`src/scr_pkg.sv`:
```
// Purpose: constants for the system control register bank
// Assumes: plain register port, byte addresses, 32-bit data
// Notes: offsets, field positions and reset values live here only
package scr_pkg;
  localparam int ADDR_W = 8;
  localparam logic [7:0] OFS_RESET_CTRL = 8'h14;
  localparam logic [7:0] OFS_BUS_ARB = 8'h20;
  localparam logic [7:0] OFS_PIN_ROUTE = 8'h30;
  localparam logic [31:0] RST_RESET_CTRL = 32'h0000_0000;
  localparam logic [31:0] RST_BUS_ARB = 32'h0000_0000;
  localparam logic [31:0] RST_PIN_ROUTE = 32'h0000_0000;
  // writable bits of the peripheral reset register
  localparam logic [31:0] RESET_CTRL_MASK = 32'h0001_0F23;
  localparam int BIT_AUDIO = 16;
  localparam int BIT_USB = 11;
  localparam int BIT_SPIM = 10;
  localparam int BIT_TWI = 9;
  localparam int BIT_PWM = 8;
  localparam int BIT_TMR = 5;
  localparam int BIT_UART1 = 1;
  localparam int BIT_UART0 = 0;
  localparam int BIT_ARB_MODE = 0;
  localparam int BIT_BOOST_EN = 4;
  localparam int BIT_IRQ_ACT = 5;
  localparam int POS_T3_IN = 29;
  localparam int POS_T3_OUT = 24;
  localparam int POS_T2_IN = 21;
  localparam int POS_T2_OUT = 16;
  localparam int POS_T1_IN = 13;
  localparam int POS_T1_OUT = 8;
  localparam int POS_T0_IN = 5;
  localparam int POS_T0_OUT = 0;
  localparam logic [2:0] SEL_MAX = 3'h4;
  // arbiter requester indices, lowest wins in fixed mode
  localparam logic [1:0] MST_AUDIO = 2'h0;
  localparam logic [1:0] MST_FLASH = 2'h1;
  localparam logic [1:0] MST_CPU = 2'h2;
  localparam logic [1:0] MST_NONE = 2'h3;
endpackage : scr_pkg
```
`src/scr_arbiter.sv`:
```
// Purpose: three-requester bus arbiter, fixed or rotating priority
// Assumes: requests are synchronous levels, grant is re-decided each cycle
// Notes: boost lifts the processor above everyone while it is in an irq or fiq
module scr_arbiter
  import scr_pkg::*;
(
  input wire logic clock,
  input wire logic rst,
  input wire logic rotate_mode,
  input wire logic cpu_boost,
  input wire logic [2:0] req,
  output logic [1:0] grant_reg
);
  logic [1:0] last_reg;
  logic [1:0] grant_next;

  // pick first requester from a starting index, wrapping at three
  function automatic logic [1:0] pick_from(input logic [2:0] r,
                                           input logic [1:0] start);
    logic [1:0] idx;
    logic [1:0] res;
    res = MST_NONE;
    idx = start;
    for (int i = 0; i < 3; i++) begin
      if (res == MST_NONE && r[idx]) begin
        res = idx;
      end
      idx = (idx == MST_CPU) ? MST_AUDIO : idx + 2'h1;
    end
    return res;
  endfunction : pick_from

  // boost first, then rotation or the fixed order
  always_comb begin
    if (cpu_boost && req[MST_CPU]) begin
      grant_next = MST_CPU;
    end else if (rotate_mode) begin
      grant_next = pick_from(req, (last_reg == MST_CPU || last_reg == MST_NONE)
                             ? MST_AUDIO : last_reg + 2'h1);
    end else begin
      grant_next = pick_from(req, MST_AUDIO);
    end
  end

  // grant and rotation pointer
  always_ff @(posedge clock) begin
    if (rst) begin
      grant_reg <= MST_NONE;
      last_reg <= MST_NONE;
    end else begin
      grant_reg <= grant_next;
      if (grant_next != MST_NONE) begin
        last_reg <= grant_next;
      end
    end
  end
endmodule : scr_arbiter

```
`src/scr_ctrl.sv`:
```
// Purpose: peripheral resets, bus arbitration control and timer pin routing
// Assumes: register port with read data one cycle after the read strobe
// Notes: routing outputs are registered, so pins follow writes by a cycle
//
// The plain strobed port was decided locally.

// Overview of operation
// - bit 16 holds audio controller in reset
// - bit 11 holds usb device in reset
// - bit 10 resets both serial masters
// - bit 9 two-wire reset, bit 8 pwm
// - bit 5 resets timer and watchdog together
// - bit 1 serial port1, bit 0 port0
// - mode bit: fixed or round-robin arbitration
// - fixed order: audio, flash master, processor
// - boost gives processor top priority in irq or fiq
// - irq status set when boost and irq or fiq
// - write one clears status, zero keeps
// - timer3 input select, codes above four disable
// - bits 28:24 enable timer3 output per pin
// - several timer outputs may drive together
// - timer2 input select, codes above four disable
// - timer1 input select, codes above four disable
// - timer0 input select, codes above four disable
module scr_ctrl
  import scr_pkg::*;
(
  input wire logic clock,
  input wire logic rst,
  input wire logic [ADDR_W-1:0] addr,
  input wire logic [31:0] wdata,
  input wire logic wr_en,
  input wire logic rd_en,
  output logic [31:0] rdata,
  input wire logic irq_req,
  input wire logic fiq_req,
  input wire logic [2:0] bus_req,
  output logic [1:0] bus_grant,
  output logic arbitration_mode_sel,
  output logic cpu_boost_active,
  output logic audio_ctrl_reset,
  output logic usb_device_reset,
  output logic serial_master_reset,
  output logic twi_reset,
  output logic pwm_reset,
  output logic timer_watchdog_reset,
  output logic serial_port1_reset,
  output logic serial_port0_reset,
  input wire logic [4:0] t3_pin_in,
  input wire logic [4:0] t2_pin_in,
  input wire logic [4:0] t1_pin_in,
  input wire logic [4:0] t0_pin_in,
  input wire logic [3:0] timer_out,
  output logic [3:0] timer_in,
  output logic [4:0] t3_pin_out,
  output logic [4:0] t3_pin_oe,
  output logic [4:0] t2_pin_out,
  output logic [4:0] t2_pin_oe,
  output logic [4:0] t1_pin_out,
  output logic [4:0] t1_pin_oe,
  output logic [4:0] t0_pin_out,
  output logic [4:0] t0_pin_oe
);
  logic [31:0] reset_ctrl_reg;
  logic arb_mode_reg;
  logic boost_en_reg;
  logic irq_act_reg;
  logic [31:0] route_reg;
  logic wr_reset;
  logic wr_arb;
  logic wr_route;
  logic [3:0] timer_in_next;
  logic boost_now;
  logic [31:0] arb_word;
  logic [31:0] rdata_next;

  // select one of five pins, anything above four reads as low
  function automatic logic route_in(input logic [2:0] sel,
                                    input logic [4:0] pins);
    logic res;
    res = 1'b0;
    if (sel <= SEL_MAX) begin
      res = pins[sel];
    end
    return res;
  endfunction : route_in

  // timer output copied to all five pins; the enable bits then mask it per pin
  function automatic logic [4:0] fan_out(input logic val);
    return {5{val}};
  endfunction : fan_out

  // write decode per register, unmapped offsets match nothing
  assign wr_reset = wr_en && addr == OFS_RESET_CTRL;
  assign wr_arb = wr_en && addr == OFS_BUS_ARB;
  assign wr_route = wr_en && addr == OFS_PIN_ROUTE;

  // boost request level; one term so status, arbiter and output agree
  assign boost_now = boost_en_reg && (irq_req || fiq_req);

  // peripheral reset bits hold their value until rewritten
  always_ff @(posedge clock) begin
    if (rst) begin
      reset_ctrl_reg <= RST_RESET_CTRL;
    end else if (wr_reset) begin
      reset_ctrl_reg <= wdata & RESET_CTRL_MASK;
    end
  end

  // reset lines to the peripherals, registered for clean edges
  always_ff @(posedge clock) begin
    if (rst) begin
      audio_ctrl_reset <= 1'b0;
      usb_device_reset <= 1'b0;
      serial_master_reset <= 1'b0;
      twi_reset <= 1'b0;
      pwm_reset <= 1'b0;
      timer_watchdog_reset <= 1'b0;
      serial_port1_reset <= 1'b0;
      serial_port0_reset <= 1'b0;
    end else begin
      audio_ctrl_reset <= reset_ctrl_reg[BIT_AUDIO];
      usb_device_reset <= reset_ctrl_reg[BIT_USB];
      serial_master_reset <= reset_ctrl_reg[BIT_SPIM];
      twi_reset <= reset_ctrl_reg[BIT_TWI];
      pwm_reset <= reset_ctrl_reg[BIT_PWM];
      timer_watchdog_reset <= reset_ctrl_reg[BIT_TMR];
      serial_port1_reset <= reset_ctrl_reg[BIT_UART1];
      serial_port0_reset <= reset_ctrl_reg[BIT_UART0];
    end
  end

  // arbitration control bits
  always_ff @(posedge clock) begin
    if (rst) begin
      arb_mode_reg <= RST_BUS_ARB[BIT_ARB_MODE];
      boost_en_reg <= RST_BUS_ARB[BIT_BOOST_EN];
    end else if (wr_arb) begin
      arb_mode_reg <= wdata[BIT_ARB_MODE];
      boost_en_reg <= wdata[BIT_BOOST_EN];
    end
  end

  // sticky irq status: a new event beats a clear in the same cycle
  always_ff @(posedge clock) begin
    if (rst) begin
      irq_act_reg <= RST_BUS_ARB[BIT_IRQ_ACT];
    end else if (boost_now) begin
      irq_act_reg <= 1'b1;
    end else if (wr_arb && wdata[BIT_IRQ_ACT]) begin
      irq_act_reg <= 1'b0;
    end
  end

  // mode and boost level to the output ports, a cycle behind what the arbiter uses
  always_ff @(posedge clock) begin
    if (rst) begin
      arbitration_mode_sel <= 1'b0;
      cpu_boost_active <= 1'b0;
    end else begin
      arbitration_mode_sel <= arb_mode_reg;
      cpu_boost_active <= boost_now;
    end
  end

  // arbiter follows the mode; boost only while an irq or fiq is pending
  scr_arbiter scr_arbiter_i (
    .clock(clock),
    .rst(rst),
    .rotate_mode(arb_mode_reg),
    .cpu_boost(boost_now),
    .req(bus_req),
    .grant_reg(bus_grant)
  );

  // pin routing register
  always_ff @(posedge clock) begin
    if (rst) begin
      route_reg <= RST_PIN_ROUTE;
    end else if (wr_route) begin
      route_reg <= wdata;
    end
  end

  // timer inputs picked from the pins per select field
  always_comb begin
    timer_in_next[3] = route_in(route_reg[POS_T3_IN +: 3],
                                t3_pin_in);
    timer_in_next[2] = route_in(route_reg[POS_T2_IN +: 3],
                                t2_pin_in);
    timer_in_next[1] = route_in(route_reg[POS_T1_IN +: 3],
                                t1_pin_in);
    timer_in_next[0] = route_in(route_reg[POS_T0_IN +: 3],
                                t0_pin_in);
  end

  // routed inputs registered; costs one cycle of pin-to-timer delay
  always_ff @(posedge clock) begin
    if (rst) begin
      timer_in <= 4'h0;
    end else begin
      timer_in <= timer_in_next;
    end
  end

  // timer 3 pins: enables are independent, so any subset drives at once
  always_ff @(posedge clock) begin
    if (rst) begin
      t3_pin_out <= 5'h00;
      t3_pin_oe <= 5'h00;
    end else begin
      t3_pin_oe <= route_reg[POS_T3_OUT +: 5];
      t3_pin_out <= fan_out(timer_out[3]) &
                    route_reg[POS_T3_OUT +: 5];
    end
  end

  // timer 2 pins, same scheme as timer 3
  always_ff @(posedge clock) begin
    if (rst) begin
      t2_pin_out <= 5'h00;
      t2_pin_oe <= 5'h00;
    end else begin
      t2_pin_oe <= route_reg[POS_T2_OUT +: 5];
      t2_pin_out <= fan_out(timer_out[2]) & route_reg[POS_T2_OUT +: 5];
    end
  end

  // timer 1 pins, same scheme as timer 3
  always_ff @(posedge clock) begin
    if (rst) begin
      t1_pin_out <= 5'h00;
      t1_pin_oe <= 5'h00;
    end else begin
      t1_pin_oe <= route_reg[POS_T1_OUT +: 5];
      t1_pin_out <= fan_out(timer_out[1]) & route_reg[POS_T1_OUT +: 5];
    end
  end

  // timer 0 pins, same scheme as timer 3
  always_ff @(posedge clock) begin
    if (rst) begin
      t0_pin_out <= 5'h00;
      t0_pin_oe <= 5'h00;
    end else begin
      t0_pin_oe <= route_reg[POS_T0_OUT +: 5];
      t0_pin_out <= fan_out(timer_out[0]) & route_reg[POS_T0_OUT +: 5];
    end
  end

  // arbitration view: only mode, boost and status exist, rest reads zero
  always_comb begin
    arb_word = 32'h0000_0000;
    arb_word[BIT_ARB_MODE] = arb_mode_reg;
    arb_word[BIT_BOOST_EN] = boost_en_reg;
    arb_word[BIT_IRQ_ACT] = irq_act_reg;
  end

  // read mux; idle cycles and unmapped offsets give zero
  always_comb begin
    rdata_next = 32'h0000_0000;
    if (rd_en) begin
      case (addr)
        OFS_RESET_CTRL: rdata_next = reset_ctrl_reg;
        OFS_BUS_ARB: rdata_next = arb_word;
        OFS_PIN_ROUTE: rdata_next = route_reg;
        default: rdata_next = 32'h0000_0000;
      endcase
    end
  end

  // read data stands only in the cycle after the strobe
  always_ff @(posedge clock) begin
    if (rst) begin
      rdata <= 32'h0000_0000;
    end else begin
      rdata <= rdata_next;
    end
  end
endmodule : scr_ctrl

```
`config.mk`:
```
export PLATFORM = sky130hd
export DESIGN_NAME = scr_ctrl
export DESIGN_NICKNAME = d
export VERILOG_FILES = /design/src/scr_pkg.sv /design/src/scr_arbiter.sv /design/src/scr_ctrl.sv
export SDC_FILE = /design/constraint.sdc
export NUM_CORES = 1
export LEC_CHECK = 0
export BUFFER_PORTS_ARGS = -buffer_cell sky130_fd_sc_hd__buf_2
export CAP_MARGIN = 20
export CORE_UTILIZATION = 39
export CTS_CLUSTER_SIZE = 25
export DETAILED_ROUTE_END_ITERATION = 6
export GPL_TIMING_DRIVEN = 0
export PLACE_DENSITY = 0.64
export SETUP_SLACK_MARGIN = 0.1
export SYNTH_ARGS = -nofsm -noshare
export SYNTH_HDL_FRONTEND = slang
export SYNTH_HIERARCHICAL = 1
export SYNTH_SLANG_ARGS = --single-unit
```
`constraint.sdc`:
```
create_clock -name clock -period 2.3 [get_ports clock]
set_input_delay 0.115 -clock clock [delete_from_list [all_inputs] [get_ports clock]]
set_output_delay 0.115 -clock clock [all_outputs]
set_load 0.05 [all_outputs]
```
# Yosys cells after proc, flatten, opt, wreduce, memory -nomap -nowiden
# Cells that the tools add are included.
# totals
reg_bits	133
latch_bits	0
ram_bits	0
rom_bits	0
inputBits	73
out_inout_bits	88
wordCells	119
mem_count	0
# classes
addsub	3
mul	0
n_div	0
n_lt_le_gt_ge	11
n_eq_ne	12
shifts	0
mux	36
bitwise	9
n_reduce_logical	18
# ops
cell	n
32-bit one-hot mux with 3 select lines	1
2-bit two-way mux	19
5-bit AND	4
2-bit equality test (second input constant)	8
8-bit by 6-bit equality test with 1-bit output (second input constant)	2
3-bit by 4-bit < comparator with 1-bit output (second input constant)	4
1-bit binary-select mux with 3-bit select	4
3-bit less-or-equal comparator (second input constant)	4
1-bit logical AND	10
2-bit OR reduction	5
2-bit by 3-bit < comparator with 1-bit output (second input constant)	3
1-bit two-way mux	9
8-bit by 5-bit equality test with 1-bit output (second input constant)	1
2-bit by 1-bit adder with 2-bit output (second input constant)	3
1-bit binary-select mux with 2-bit select	3
1-bit NOT	5
1-bit logical OR	2
2-bit != test (second input constant)	1
2-bit nonzero test	1

# Depth between registers and ports, before layout
# Gate-level depths: netlist of the first run.
# depth
word_depth	19
mapped_depth	6
mapped_depth_nobuf	6

# By module
# The synthesis of the first run kept the hierarchy.
# modules_own_cells
mod	n_inst	cells_per_inst	area_per_inst_um2	seq_area_each_um2
scr_ctrl	1	396	4409.2	2582.5
scr_arbiter	1	20	180.2	80.1

# Worst setup path before layout of the first run
# No wires, ideal clock.
# synth_timing
path_kind	input-to-reg
from	in addr[0]
to	reg route_reg[18]
setup_ns	0.121
arrival_ns	1.205
setup_slack_ns	0.974
stages	5
path_buffers	2
cell_sequence	nor4_4 -> and3_4 -> buf_6 -> buf_12 -> mux2_4
# synth_between
elab_chain_len	2
# synth_lines
item	line_no	rtl
start: declaration	scr_ctrl.sv:30	input wire logic [ADDR_W-1:0] addr,
8-bit by 6-bit equality test with 1-bit output	scr_ctrl.sv:96	assign wr_route = wr_en && addr == OFS_PIN_ROUTE;
1-bit logical AND	scr_ctrl.sv:96	
end signal: assignment	scr_ctrl.sv:181	route_reg <= wdata;
end: declaration	scr_ctrl.sv:68	logic [31:0] route_reg;
# Every way passes these cells.
# A chain may end at the register's enable or synchronous reset.

# Worst setup path in the final report of the first run
# layout_timing
from	in rst
to	reg rdata[7]
# layout_between
elab_chain_len	1
# layout_lines
item	line_no	rtl
start: declaration	scr_ctrl.sv:29	input wire logic rst,
2-bit OR reduction (no line)	-	
end signal: assignment	scr_ctrl.sv:277	rdata <= rdata_next;
end: declaration	scr_ctrl.sv:34	output logic [31:0] rdata,
# Every way passes these cells.

==> results of run 1 <==
[per-stage QoR]
stage / instances / setup WS (ns) / power (mW) / area [um^2]
after CTS: 765 / 0.325 / 5.27 / 6300
after floorplan: 416 / 0.974 / 2.47 / 4590
after global placement: 719 / 0.477 / 2.58 / 5570
final: 765 / 0.360 / 5.22 / 6300
after detailed placement: 719 / 0.469 / 2.58 / 5570
after global routing: 765 / 0.213 / 5.41 / 6300
[cell families (layout without fill, tap and decap cells)]
logic type      after synthesis  in the layout  synth area share (%)
simple gates                150            150                  19.0
flops                       133            133                  58.0
buf+inv                      54            260                  5.34
mux                          40             40                  10.9
compound gates               39             39                  6.82
[worst min-delay path, stage by stage]
cell and delay [ns]:
sky130_fd_sc_hd__buf_2 0.10, sky130_fd_sc_hd__nand2_1 0.08, sky130_fd_sc_hd__mux2i_1 0.07
[repair_timing]
item,CTS,global route
endpoints found under the hold margin,18,0
setup buffers,0,0
hold buffers,15,0
[layer usage]
metal	part of all wire [%]	up-vias
met5	0	-
li1	-	1792
met2	47	158
met1	44	1718
met4	2.5	0
met3	7.3	26
[where the power goes]
group / switching (mW) / internal (mW)
Clock: 0.940 / 1.72
Combinational: 0.135 / 0.103
Sequential: 0.00419 / 2.32
[final cells by class]
cell class | instances | area [um^2]
Multi-Input combinational cell | 229 | 1680
Sequential cell | 133 | 2660
Clock inverter | 10 | 131
Tap cell | 143 | 179
Timing Repair Buffer | 175 | 951
Clock buffer | 21 | 450
Inverter | 32 | 120
Buffer | 22 | 125
Fill cell | 1056 | 5170
[layout by cell type, fill, tap and decap left out, types with 2 or more instances in the layout]
cell,instances
sky130_fd_sc_hd__buf_2,163
sky130_fd_sc_hd__dfxtp_1,133
sky130_fd_sc_hd__and2_1,43
sky130_fd_sc_hd__nand2_1,35
sky130_fd_sc_hd__inv_1,30
sky130_fd_sc_hd__nor2b_1,29
sky130_fd_sc_hd__mux2i_1,22
sky130_fd_sc_hd__clkbuf_16,17
sky130_fd_sc_hd__clkbuf_1,16
sky130_fd_sc_hd__dlygate4sd3_1,15
sky130_fd_sc_hd__a31o_2,13
sky130_fd_sc_hd__nand4_1,11
sky130_fd_sc_hd__a311oi_1,10
sky130_fd_sc_hd__a21oi_1,8
sky130_fd_sc_hd__mux2_4,8
sky130_fd_sc_hd__nand3_1,7
sky130_fd_sc_hd__nor2_1,7
sky130_fd_sc_hd__mux2_2,6
sky130_fd_sc_hd__clkinv_2,5
sky130_fd_sc_hd__mux4_2,4
sky130_fd_sc_hd__and2b_1,3
sky130_fd_sc_hd__nor4_1,3
sky130_fd_sc_hd__bufinv_16,3
sky130_fd_sc_hd__and4bb_1,2
sky130_fd_sc_hd__buf_6,2
sky130_fd_sc_hd__clkinv_1,2
sky130_fd_sc_hd__buf_4,2
[worst max-delay path by stage]
stage / from / to / slack, ns / cells past startpoint
after global placement: rst / rdata[7] / 0.48 / 6
after detailed placement: rst / rdata[7] / 0.47 / 6
after CTS: rst / rdata[7] / 0.32 / 7
final: rst / rdata[7] / 0.36 / 7
after floorplan: addr[0] / route_reg[18] / 0.97 / 5
after global routing: rst / rdata[7] / 0.21 / 7
==> results.md, run 1 <==
* Largest net degree at the start of global routing at 17
* Met2 capacity usage during global routing at 32.6%
* Met1 track demand over resource at 24.9%
* Startpoint type of the worst setup path: primary input
* HPWL Detailed at 8.79 mm
* X dimension of the die at 110 um
* Final wirelength at 12.1 mm
* Initial antenna violation count at 0
* Count of final hold-check violations at 0
* RD Place Congestion at 0.848
* DRC errors left at 0
* Commonest register cell after synthesis: sky130_fd_sc_hd__dfxtp_1
* Static Leakage at 3.07 nW
* Worst-path cell with the longest stage delay: sky130_fd_sc_hd__dlygate4sd3_1
* Final Util at 54.9%
* CP Data Required Time at 2.64 ns
* Total of warnings raised by yosys at 6
* Top-area cell type share of the netlist area at 58.0%
* CP Cell Sequence: dlygate4sd3_1, buf_2, clkbuf_1, nor2b_1, and3_1, clkbuf_1, and2_1
* DR pass1 iterations at 4
* Clock sink total at 133
* Final net count at 683
* Max capacitance violation total at 0
* Longest Clk Path Bufs at 2
* Mean routed wirelength per cell at 15.9 um
* Gate count after technology mapping at 416
* Vias after detailed routing at 3,694
* Via density at 4.83
* Post-synth EDFFs at 0
* Final setup viols at 0
* Period utilisation layout at 84.4%
* Busiest layer in global routing: met2
* Fmax at 515 MHz
* TritonCTS clock tree: yes
* Cells on worst reg2reg path at 2
* Cell type group with the largest total delay on the critical path: buffers and inverters
* Share of post-route cells with drive strength above 1 at 37.3%
* GRT overflow at 0
* Number of cells traversed by the worst hold path at 3
* Antenna fix cells at 0
* Outcome: completed
* Synth-to-Final Area Change at 37.3%
* GRT Overall Usage at 20.4%
* Power Dens Cells at 828 nW/um^2
* Endpoint of the most critical register-to-register path: timer_in[0]
* Io pins at 161
* Initial core utilization at 40.0%
* CTS Root Buffer Type: sky130_fd_sc_hd__clkbuf_16
* Floorplan Core Area at 11,500 um^2
* Reg-to-reg setup timing slack at 0.95 ns
* Height of the die at 110 um
* Biggest fanout along the worst timing path at 10
* Vias in the first global route at 3,803
* Number of unique standard cell types used by synthesis at 43
* CP Buf/Inv Count at 4
* Fin. max-slew vios at 0
* WP data arrival at 2.28 ns
* CTS clk-pin slew, worst paths at 0.06 ns
* Final Skew at 0.00776 ns
* Netlist Area Pre-Place at 4590 um^2
* Count of port buffers added during placement at 160
* Transition time at the pin with the least slew margin at 0.569 ns
* Sequential-to-total area share from yosys stat at 58.0%
* CP endpoint kind: flip-flop
* Number of DRC markers in iteration 0 at 176
* Tightest Hold Check Type: in2reg
* Commonest cells post-synth: sky130_fd_sc_hd__dfxtp_1 (133), sky130_fd_sc_hd__and2_1 (43), sky130_fd_sc_hd__nand2_1 (35)
* Unrepaired setup endpoints after global routing: false
* Crit path kind: in2reg
* Final-layout worst hold slack at 0.0106 ns
* Antenna Nets Post-Route at 0
* Flip-flop and latch count after synthesis at 133
* Most used cell along the critical path: sky130_fd_sc_hd__clkbuf_1
* Launch instance of the worst register-to-register path: route_reg[5]
* Clock network latency to the later pin of the worst-skew pair at 0.40 ns
* Relative slew slack at 62.0%
* DIE AREA at 12,200 um^2
* Cell type with the highest aggregate area in the netlist: sky130_fd_sc_hd__dfxtp_1
* Placement row count at 39
* Average instance area after synthesis at 11.0 um^2
* Crit-path max cell delay at 0.53 ns
* GR met3 Demand/Resource at 6.53%
* Hold wc startpoint: wdata[9]
* Library cell with the highest instance count after synthesis: sky130_fd_sc_hd__dfxtp_1
* Total Neg Setup Slack at 0 ns
* Shortest clock period the worst path allows after layout at 1.94 ns
* Number of clock buffers inserted by TritonCTS at 17
* Global-route wire length before repair at 19.4 mm
* Gates resized, CTS repair at 0
* Terminating pin of the worst hold path: route_reg[9]
* Biggest area contributors in the synthesized netlist: sky130_fd_sc_hd__dfxtp_1 (58%), sky130_fd_sc_hd__and2_1 (5.9%), sky130_fd_sc_hd__mux2i_1 (4.8%)
* Asr flop ratio synth at 0%
* Synth Net Count at 489
* Worst VDD drop at 0.497 mV
* H-Tree Depth at 4
(Power assumes the default switching activity.)
==> run 2: changes to the inputs <==
PLACE_DENSITY = 0.66   (was 0.64)
clock period = 1.66 ns   (was 2.3 ns; I/O delays follow)
==> run 2 against run 1 <==
  * Setup slack got worse by 0.080 ns
  * Flip-flop and latch count unchanged
  * Clock skew about the same
  * Sequential share of layout area decreased by 0.42 points
  * Clock power increased by 36%
  * Utilization increased by 0.55 points
  * First-iteration DRC count increased by 2.8%
  * Register-to-register slack got worse by 0.67 ns
==> results.md, run 2 (same netlist as run 1, synthesis figures left out) <==
* Clock network latency to the later pin of the worst-skew pair at 0.42 ns (was 0.40 ns)
* RD Place Congestion at 0.826 (was 0.848)
* X dimension of the die at 110 um (unchanged)
* Floorplan Core Area at 11,500 um^2 (unchanged)
* Worst VDD drop at 0.855 mV (was 0.497 mV)
* Biggest fanout along the worst timing path at 4 (was 10)
* Vias after detailed routing at 3,684 (was 3,694)
* Max capacitance violation total at 0 (unchanged)
* Initial core utilization at 40.0% (unchanged)
* Fin. max-slew vios at 0 (unchanged)
* HPWL Detailed at 8.63 mm (was 8.79 mm)
* DIE AREA at 12,200 um^2 (unchanged)
* Crit-path max cell delay at 0.57 ns (was 0.53 ns)
* Most frequent standard cell in the layout excluding fill and tap cells: sky130_fd_sc_hd__buf_2 (unchanged)
* Antenna Nets Post-Route at 0 (unchanged)
* Synth-to-Final Area Change at 38.7% (was 37.3%)
* Mean routed wirelength per cell at 15.8 um (was 15.9 um)
* Outcome: completed (unchanged)
* Critical path startpoint: route_reg[5] (was rst)
* Transition time at the pin with the least slew margin at 0.550 ns (was 0.569 ns)
* Number of clock buffers inserted by TritonCTS at 17 (unchanged)
* Crit path kind: reg2reg (was in2reg)
* Antenna fix cells at 0 (unchanged)
* Launch instance of the worst register-to-register path: route_reg[5] (unchanged)
* Placement row count at 39 (unchanged)
* Cell type group with the largest total delay on the critical path: multiplexers (was buffers and inverters)
* Final setup viols at 0 (unchanged)
* Power consumption at 7.17 mW (was 5.22 mW)
* DR pass1 iterations at 4 (unchanged)
* Gates resized, CTS repair at 0 (unchanged)
* Number of DRC markers in iteration 0 at 181 (was 176)
* Height of the die at 110 um (unchanged)
* GRT Overall Usage at 20.7% (was 20.4%)
* Cells on worst reg2reg path at 2 (unchanged)
* CTS Root Buffer Type: sky130_fd_sc_hd__clkbuf_16 (unchanged)
* Count of port buffers added during placement at 160 (unchanged)
* Via density at 4.78 (was 4.83)
* Clock sink total at 133 (unchanged)
* Worst-path cell with the longest stage delay: sky130_fd_sc_hd__mux4_2 (was sky130_fd_sc_hd__dlygate4sd3_1)
* Final setup margin at 0.280 ns (was 0.360 ns)
* Relative slew slack at 63.4% (was 62.0%)
* Final Skew at 0.00791 ns (was 0.00776 ns)
* CP Data Required Time at 1.97 ns (was 2.64 ns)
* Power Dens Cells at 1130 nW/um^2 (was 828 nW/um^2)
* CP Cell Sequence: mux4_2, a31o_2 (was dlygate4sd3_1, buf_2, clkbuf_1, nor2b_1, and3_1, clkbuf_1, and2_1)
* Tightest Hold Check Type: in2reg (unchanged)
* DRC errors left at 0 (unchanged)
* Non-Filler Instances at 771 (was 765)
* Initial antenna violation count at 0 (unchanged)
* Fmax at 724 MHz
* CP Buf/Inv Count at 0 (was 4)
* Final wirelength at 12.2 mm (was 12.1 mm)
* Shortest clock period the worst path allows after layout at 1.38 ns
* Depth of the critical timing path with buffers and inverters included at 2 (was 7)
* Reg-to-reg setup timing slack at 0.28 ns (was 0.95 ns)
* Share of post-route cells with drive strength above 1 at 37.1% (was 37.3%)
* WP data arrival at 1.69 ns (was 2.28 ns)
* Global-route wire length before repair at 19.4 mm (about the same)
* Capturing element of the worst setup path: timer_in[0] (was rdata[7])
* Final Instance Area at 6360 um^2 (was 6300 um^2)
* Worst setup slack after placement at -0.114 ns (was 0.469 ns)
* Post-CTS Setup Inserts at 0 (unchanged)
* Endpoint of the most critical register-to-register path: timer_in[0] (unchanged)
* Startpoint type of the worst setup path: flip-flop (was primary input)
* GRT overflow at 0 (unchanged)
* CP endpoint kind: flip-flop (unchanged)
* Final Util at 55.5% (was 54.9%)
* Static Leakage at 3.09 nW (was 3.07 nW)
* Largest net degree at the start of global routing at 17 (unchanged)
* Commonest cells after routing, fill and taps aside: sky130_fd_sc_hd__buf_2 (163), sky130_fd_sc_hd__dfxtp_1 (133), sky130_fd_sc_hd__and2_1 (43) (unchanged)
* Count of final hold-check violations at 0 (unchanged)
* Dpl cells at 719 (unchanged)
* Unrepaired setup endpoints after global routing: false (unchanged)
* TritonCTS clock tree: yes (unchanged)
* CTS clk-pin slew, worst paths at 0.05 ns (was 0.06 ns)
* Vias in the first global route at 3,807 (was 3,803)
* Longest Clk Path Bufs at 2 (unchanged)
* H-Tree Depth at 4 (unchanged)
* Final net count at 690 (was 683)
* Io pins at 161 (unchanged)
* Period utilisation layout at 83.2%
* Area after detailed placement at 5570 um^2 (unchanged)
run 2: layout make-up:
cell class,instances,area (um^2)
Buffer,22,125
Clock buffer,21,470
Clock inverter,9,104
Fill cell,1005,5100
Inverter,32,120
Multi-Input combinational cell,229,1680
Sequential cell,133,2660
Tap cell,143,179
Timing Repair Buffer,182,1020
run 2: power by group:
part / total (mW) / switching (mW) / leakage, nW / internal, mW
Clock: 3.62 / 1.32 / 0.281 / 2.30
Combinational: 0.339 / 0.185 / 1.74 / 0.153
Sequential: 3.22 / 0.00630 / 1.07 / 3.21
run 2: repair_timing:
item,in CTS,in global routing
endpoints found under the hold margin,34,0
setup endpoints to repair,0,0
hold buffers,22,0
run 2: worst reg2reg max path: cells and delay by family (launching register included):
kind            cells  cell delay, ns
mux                 1            0.57
flops               1            0.44
compound gates      1            0.26
run 2: worst min path at each step:
stage	start	end	slack (ns)	cells after the start
5_1_grt	wdata[28]	route_reg[28]	0.01	3
4_1_cts	irq_req	cpu_boost_active	0.003	3
6_report	irq_req	cpu_boost_active	0.004	3
3_3_place_gp	wdata[22]	route_reg[22]	0.31	2
3_5_place_dp	wdata[22]	route_reg[22]	0.32	2
2_1_floorplan	rst	scr_arbiter_i/grant_reg[1]	0.18	2
run 2: layer usage:
| layer | up-vias | global-route usage, % | wire [um] |
|---|---|---|---|
| met4 | 0 | 8.80 | 277 |
| met5 | - | 0 | 0 |
| met1 | 1721 | 23.2 | 5110 |
| li1 | 1806 | - | - |
| met2 | 131 | 34.7 | 5940 |
| met3 | 26 | 8.34 | 882 |
run 2: per-stage QoR:
stage                     hold WS (ns)  setup TNS [ns]
after global routing            0.0144               0
after CTS                      0.00299               0
after floorplan                  0.180               0
after global placement           0.315           -2.23
final                          0.00392               0
after detailed placement         0.317           -3.43
==> run 3: changes to the inputs <==
clock period = 1.17 ns   (was 1.66 ns; I/O delays follow)
==> run 3 against run 2 <==
  * The run now ends with negative hold slack, negative setup slack left
  * Utilization rose by 4.8 points
  * Register-to-register slack got worse by 0.34 ns
  * Clock skew fell by 0.0016 ns
  * Combinational power rose by 62%
  * Non-clock buffer count rose by 27
  * First-iteration DRC count rose by 6.1%
  * Final cell count rose by 3.8%
  * Design area rose by 8.7%
  * Worst hold slack got worse by 0.10 ns
  * Sequential power rose by 42%
  * Clock power rose by 57%
  * Fmax rose by 12%
==> results.md, run 3 (same netlist as run 1, synthesis figures left out) <==
* Met3 wire len at 919 um (was 882 um)
* Cells on worst reg2reg path at 2 (unchanged)
* CTS clk-pin slew, worst paths at 0.06 ns (was 0.05 ns)
* Final Skew at 0.00627 ns (was 0.00791 ns)
* Number of clock buffers inserted by TritonCTS at 17 (unchanged)
* CP Data Required Time at 1.49 ns (was 1.97 ns)
* Relative slew slack at 62.4% (was 63.4%)
* Via density at 4.89 (was 4.78)
* Synth-to-Final Area Change at 50.7% (was 38.7%)
* Final-layout worst hold slack at -0.100 ns (was 0.00392 ns)
* Number of cells traversed by the worst hold path at 3 (unchanged)
* Count of final hold-check violations at 1 (was 0)
* Fin. max-slew vios at 0 (unchanged)
* Most frequent standard cell in the layout excluding fill and tap cells: sky130_fd_sc_hd__dfxtp_1 (was sky130_fd_sc_hd__buf_2)
* Final setup margin at -0.0651 ns (was 0.280 ns)
* Mean routed wirelength per cell at 15.6 um (was 15.8 um)
* Global-route wire length before repair at 19.4 mm (about the same)
* Antenna Nets Post-Route at 0 (unchanged)
* Final setup viols at 2 (was 0)
* Share of post-route cells with drive strength above 1 at 41.4% (was 37.1%)
* Vias after detailed routing at 3,908 (was 3,684)
* Power Dens Cells at 1560 nW/um^2 (was 1130 nW/um^2)
* Met1 routed wirelength after detailed routing at 5.17 mm (was 5.11 mm)
* Worst VDD drop at 1.47 mV (was 0.855 mV)
* Clock sink total at 133 (unchanged)
* Max capacitance violation total at 0 (unchanged)
* GRT overflow at 0 (unchanged)
* Placement row count at 39 (unchanged)
* Power consumption at 10.8 mW (was 7.17 mW)
* Io pins at 161 (unchanged)
* Fillers at 927 (was 1,005)
* Height of the die at 110 um (unchanged)
* Static Leakage at 3.28 nW (was 3.09 nW)
* TritonCTS clock tree: yes (unchanged)
* Shortest clock period the worst path allows after layout at 1.24 ns (was 1.38 ns)
* H-Tree Depth at 4 (unchanged)
* Failing checks: negative hold slack, negative setup slack
* Crit path kind: reg2reg (unchanged)
* Antenna fix cells at 0 (unchanged)
* Outcome: finished with violations (was completed)
* X dimension of the die at 110 um (unchanged)
* GRT Overall Usage at 20.8% (was 20.7%)
* DR pass1 iterations at 4 (unchanged)
* Commonest cells after routing, fill and taps aside: sky130_fd_sc_hd__dfxtp_1 (126), sky130_fd_sc_hd__buf_2 (101), sky130_fd_sc_hd__buf_4 (44) (was sky130_fd_sc_hd__buf_2 (163), sky130_fd_sc_hd__dfxtp_1 (133), sky130_fd_sc_hd__and2_1 (43))
* CP Cell Sequence: mux4_2, a31o_2 (unchanged)
* Vias in the first global route at 3,941 (was 3,807)
* DRC errors left at 0 (unchanged)
* Tightest Hold Check Type: in2reg (unchanged)
* Floorplan Core Area at 11,500 um^2 (unchanged)
* Largest net degree at the start of global routing at 17 (unchanged)
* Biggest fanout along the worst timing path at 2 (was 4)
* Final net count at 717 (was 690)
* Initial core utilization at 40.0% (unchanged)
* Initial antenna violation count at 0 (unchanged)
* Unrepaired setup endpoints after global routing: true (was false)
* CTS Root Buffer Type: sky130_fd_sc_hd__clkbuf_16 (unchanged)
* Final wirelength at 12.5 mm (was 12.2 mm)
* Length of routed met2 wiring at 6.03 mm (was 5.94 mm)
* Number of DRC markers in iteration 0 at 192 (was 181)
* Clock network latency to the later pin of the worst-skew pair at 0.43 ns (was 0.42 ns)
* Fmax at 810 MHz (was 724 MHz)
* Period utilisation layout at 106% (was 83.2%)
* Total Neg Setup Slack at -0.118 ns (was 0 ns)
* Highest metal layer used by the detailed router: met4 (unchanged)
* CP endpoint kind: flip-flop (unchanged)
* WP data arrival at 1.55 ns (was 1.69 ns)
* Crit-path max cell delay at 0.53 ns (was 0.57 ns)
* Longest Clk Path Bufs at 2 (unchanged)
* Worst setup slack after placement at -0.694 ns (was -0.114 ns)
* Startpoint type of the worst setup path: flip-flop (unchanged)
* Number of buffers inserted for hold repair after clock tree synthesis at 32 (was 22)
* Transition time at the pin with the least slew margin at 0.563 ns (was 0.550 ns)
* DIE AREA at 12,200 um^2 (unchanged)
* Worst-path cell with the longest stage delay: sky130_fd_sc_hd__mux4_2 (unchanged)
* Count of port buffers added during placement at 160 (unchanged)
* HPWL Detailed at 8.25 mm (was 8.63 mm)
* RD Place Congestion at 0.790 (was 0.826)
run 3: cell count changes in the layout (fill, tap and decap cells not counted), sizes merged:
| cell | change |
|---|---|
| buf | -16 |
| clkinv | +1 |
| clkbuf | +32 |
| dlygate4sd3 | +10 |
| bufinv | +2 |
run 3: worst paths after layout:
check,start,to,slack (ns)
worst max-delay path,route_reg[5],timer_in[0],-0.07
worst min-delay path,irq_req,cpu_boost_active,-0.10
worst max register to register,route_reg[5],timer_in[0],-0.07
worst min register to register,reset_ctrl_reg[0],serial_port0_reset,0.46
run 3: metal layers:
layer / up-vias / GRT usage (%)
li1: 1872 / -
met1: 1829 / 24.2
met2: 171 / 34.5
met3: 36 / 7.08
met4: 0 / 9.96
met5: - / 0
run 3: what timing repair did:
item | in CTS | in global routing
endpoints found under the hold margin | 46 | 1
resized for setup | 43 | 46
pin swaps | 4 | 2
endpoints found under the setup margin | 136 | 59
buffers inserted | 10 | 6
gates cloned | 0 | 1
run 3: critical path: cells and delay by family (launching register included):
family	cells	cell delay, ns
flip-flops	1	0.37
AO/OA/AOI/OAI	1	0.22
multiplexers	1	0.53
run 3: power by group:
part / internal (mW) / leakage [nW] / total (mW) / switching [mW]
clock network: 3.73 / 0.312 / 5.70 / 1.98
registers: 4.55 / 1.08 / 4.56 / 0.00880
logic: 0.269 / 1.89 / 0.550 / 0.281
total: 8.54 / 3.28 / 10.8 / 2.27
run 3: stage by stage:
| step | instances | area [um^2] | util (%) |
|---|---|---|---|
| 6_report | 800 | 6920 | 60.3 |
| 5_1_grt | 800 | 6920 | 60.3 |
| 3_5_place_dp | 719 | 5590 | 48.8 |
| 3_3_place_gp | 719 | 5590 | 48.8 |
| 4_1_cts | 793 | 6730 | 58.7 |
| 2_1_floorplan | 416 | 4610 | - |
run 3: area by class of cell:
type | instances | area [um^2] | area share (%)
Buffer | 22 | 151 | 2.19
Tap cell | 143 | 179 | 2.59
Multi-Input combinational cell | 229 | 1710 | 24.8
Inverter | 32 | 121 | 1.75
Clock inverter | 12 | 176 | 2.55
Clock buffer | 20 | 467 | 6.75
Timing Repair Buffer | 209 | 1430 | 20.7
Sequential cell | 133 | 2680 | 38.7
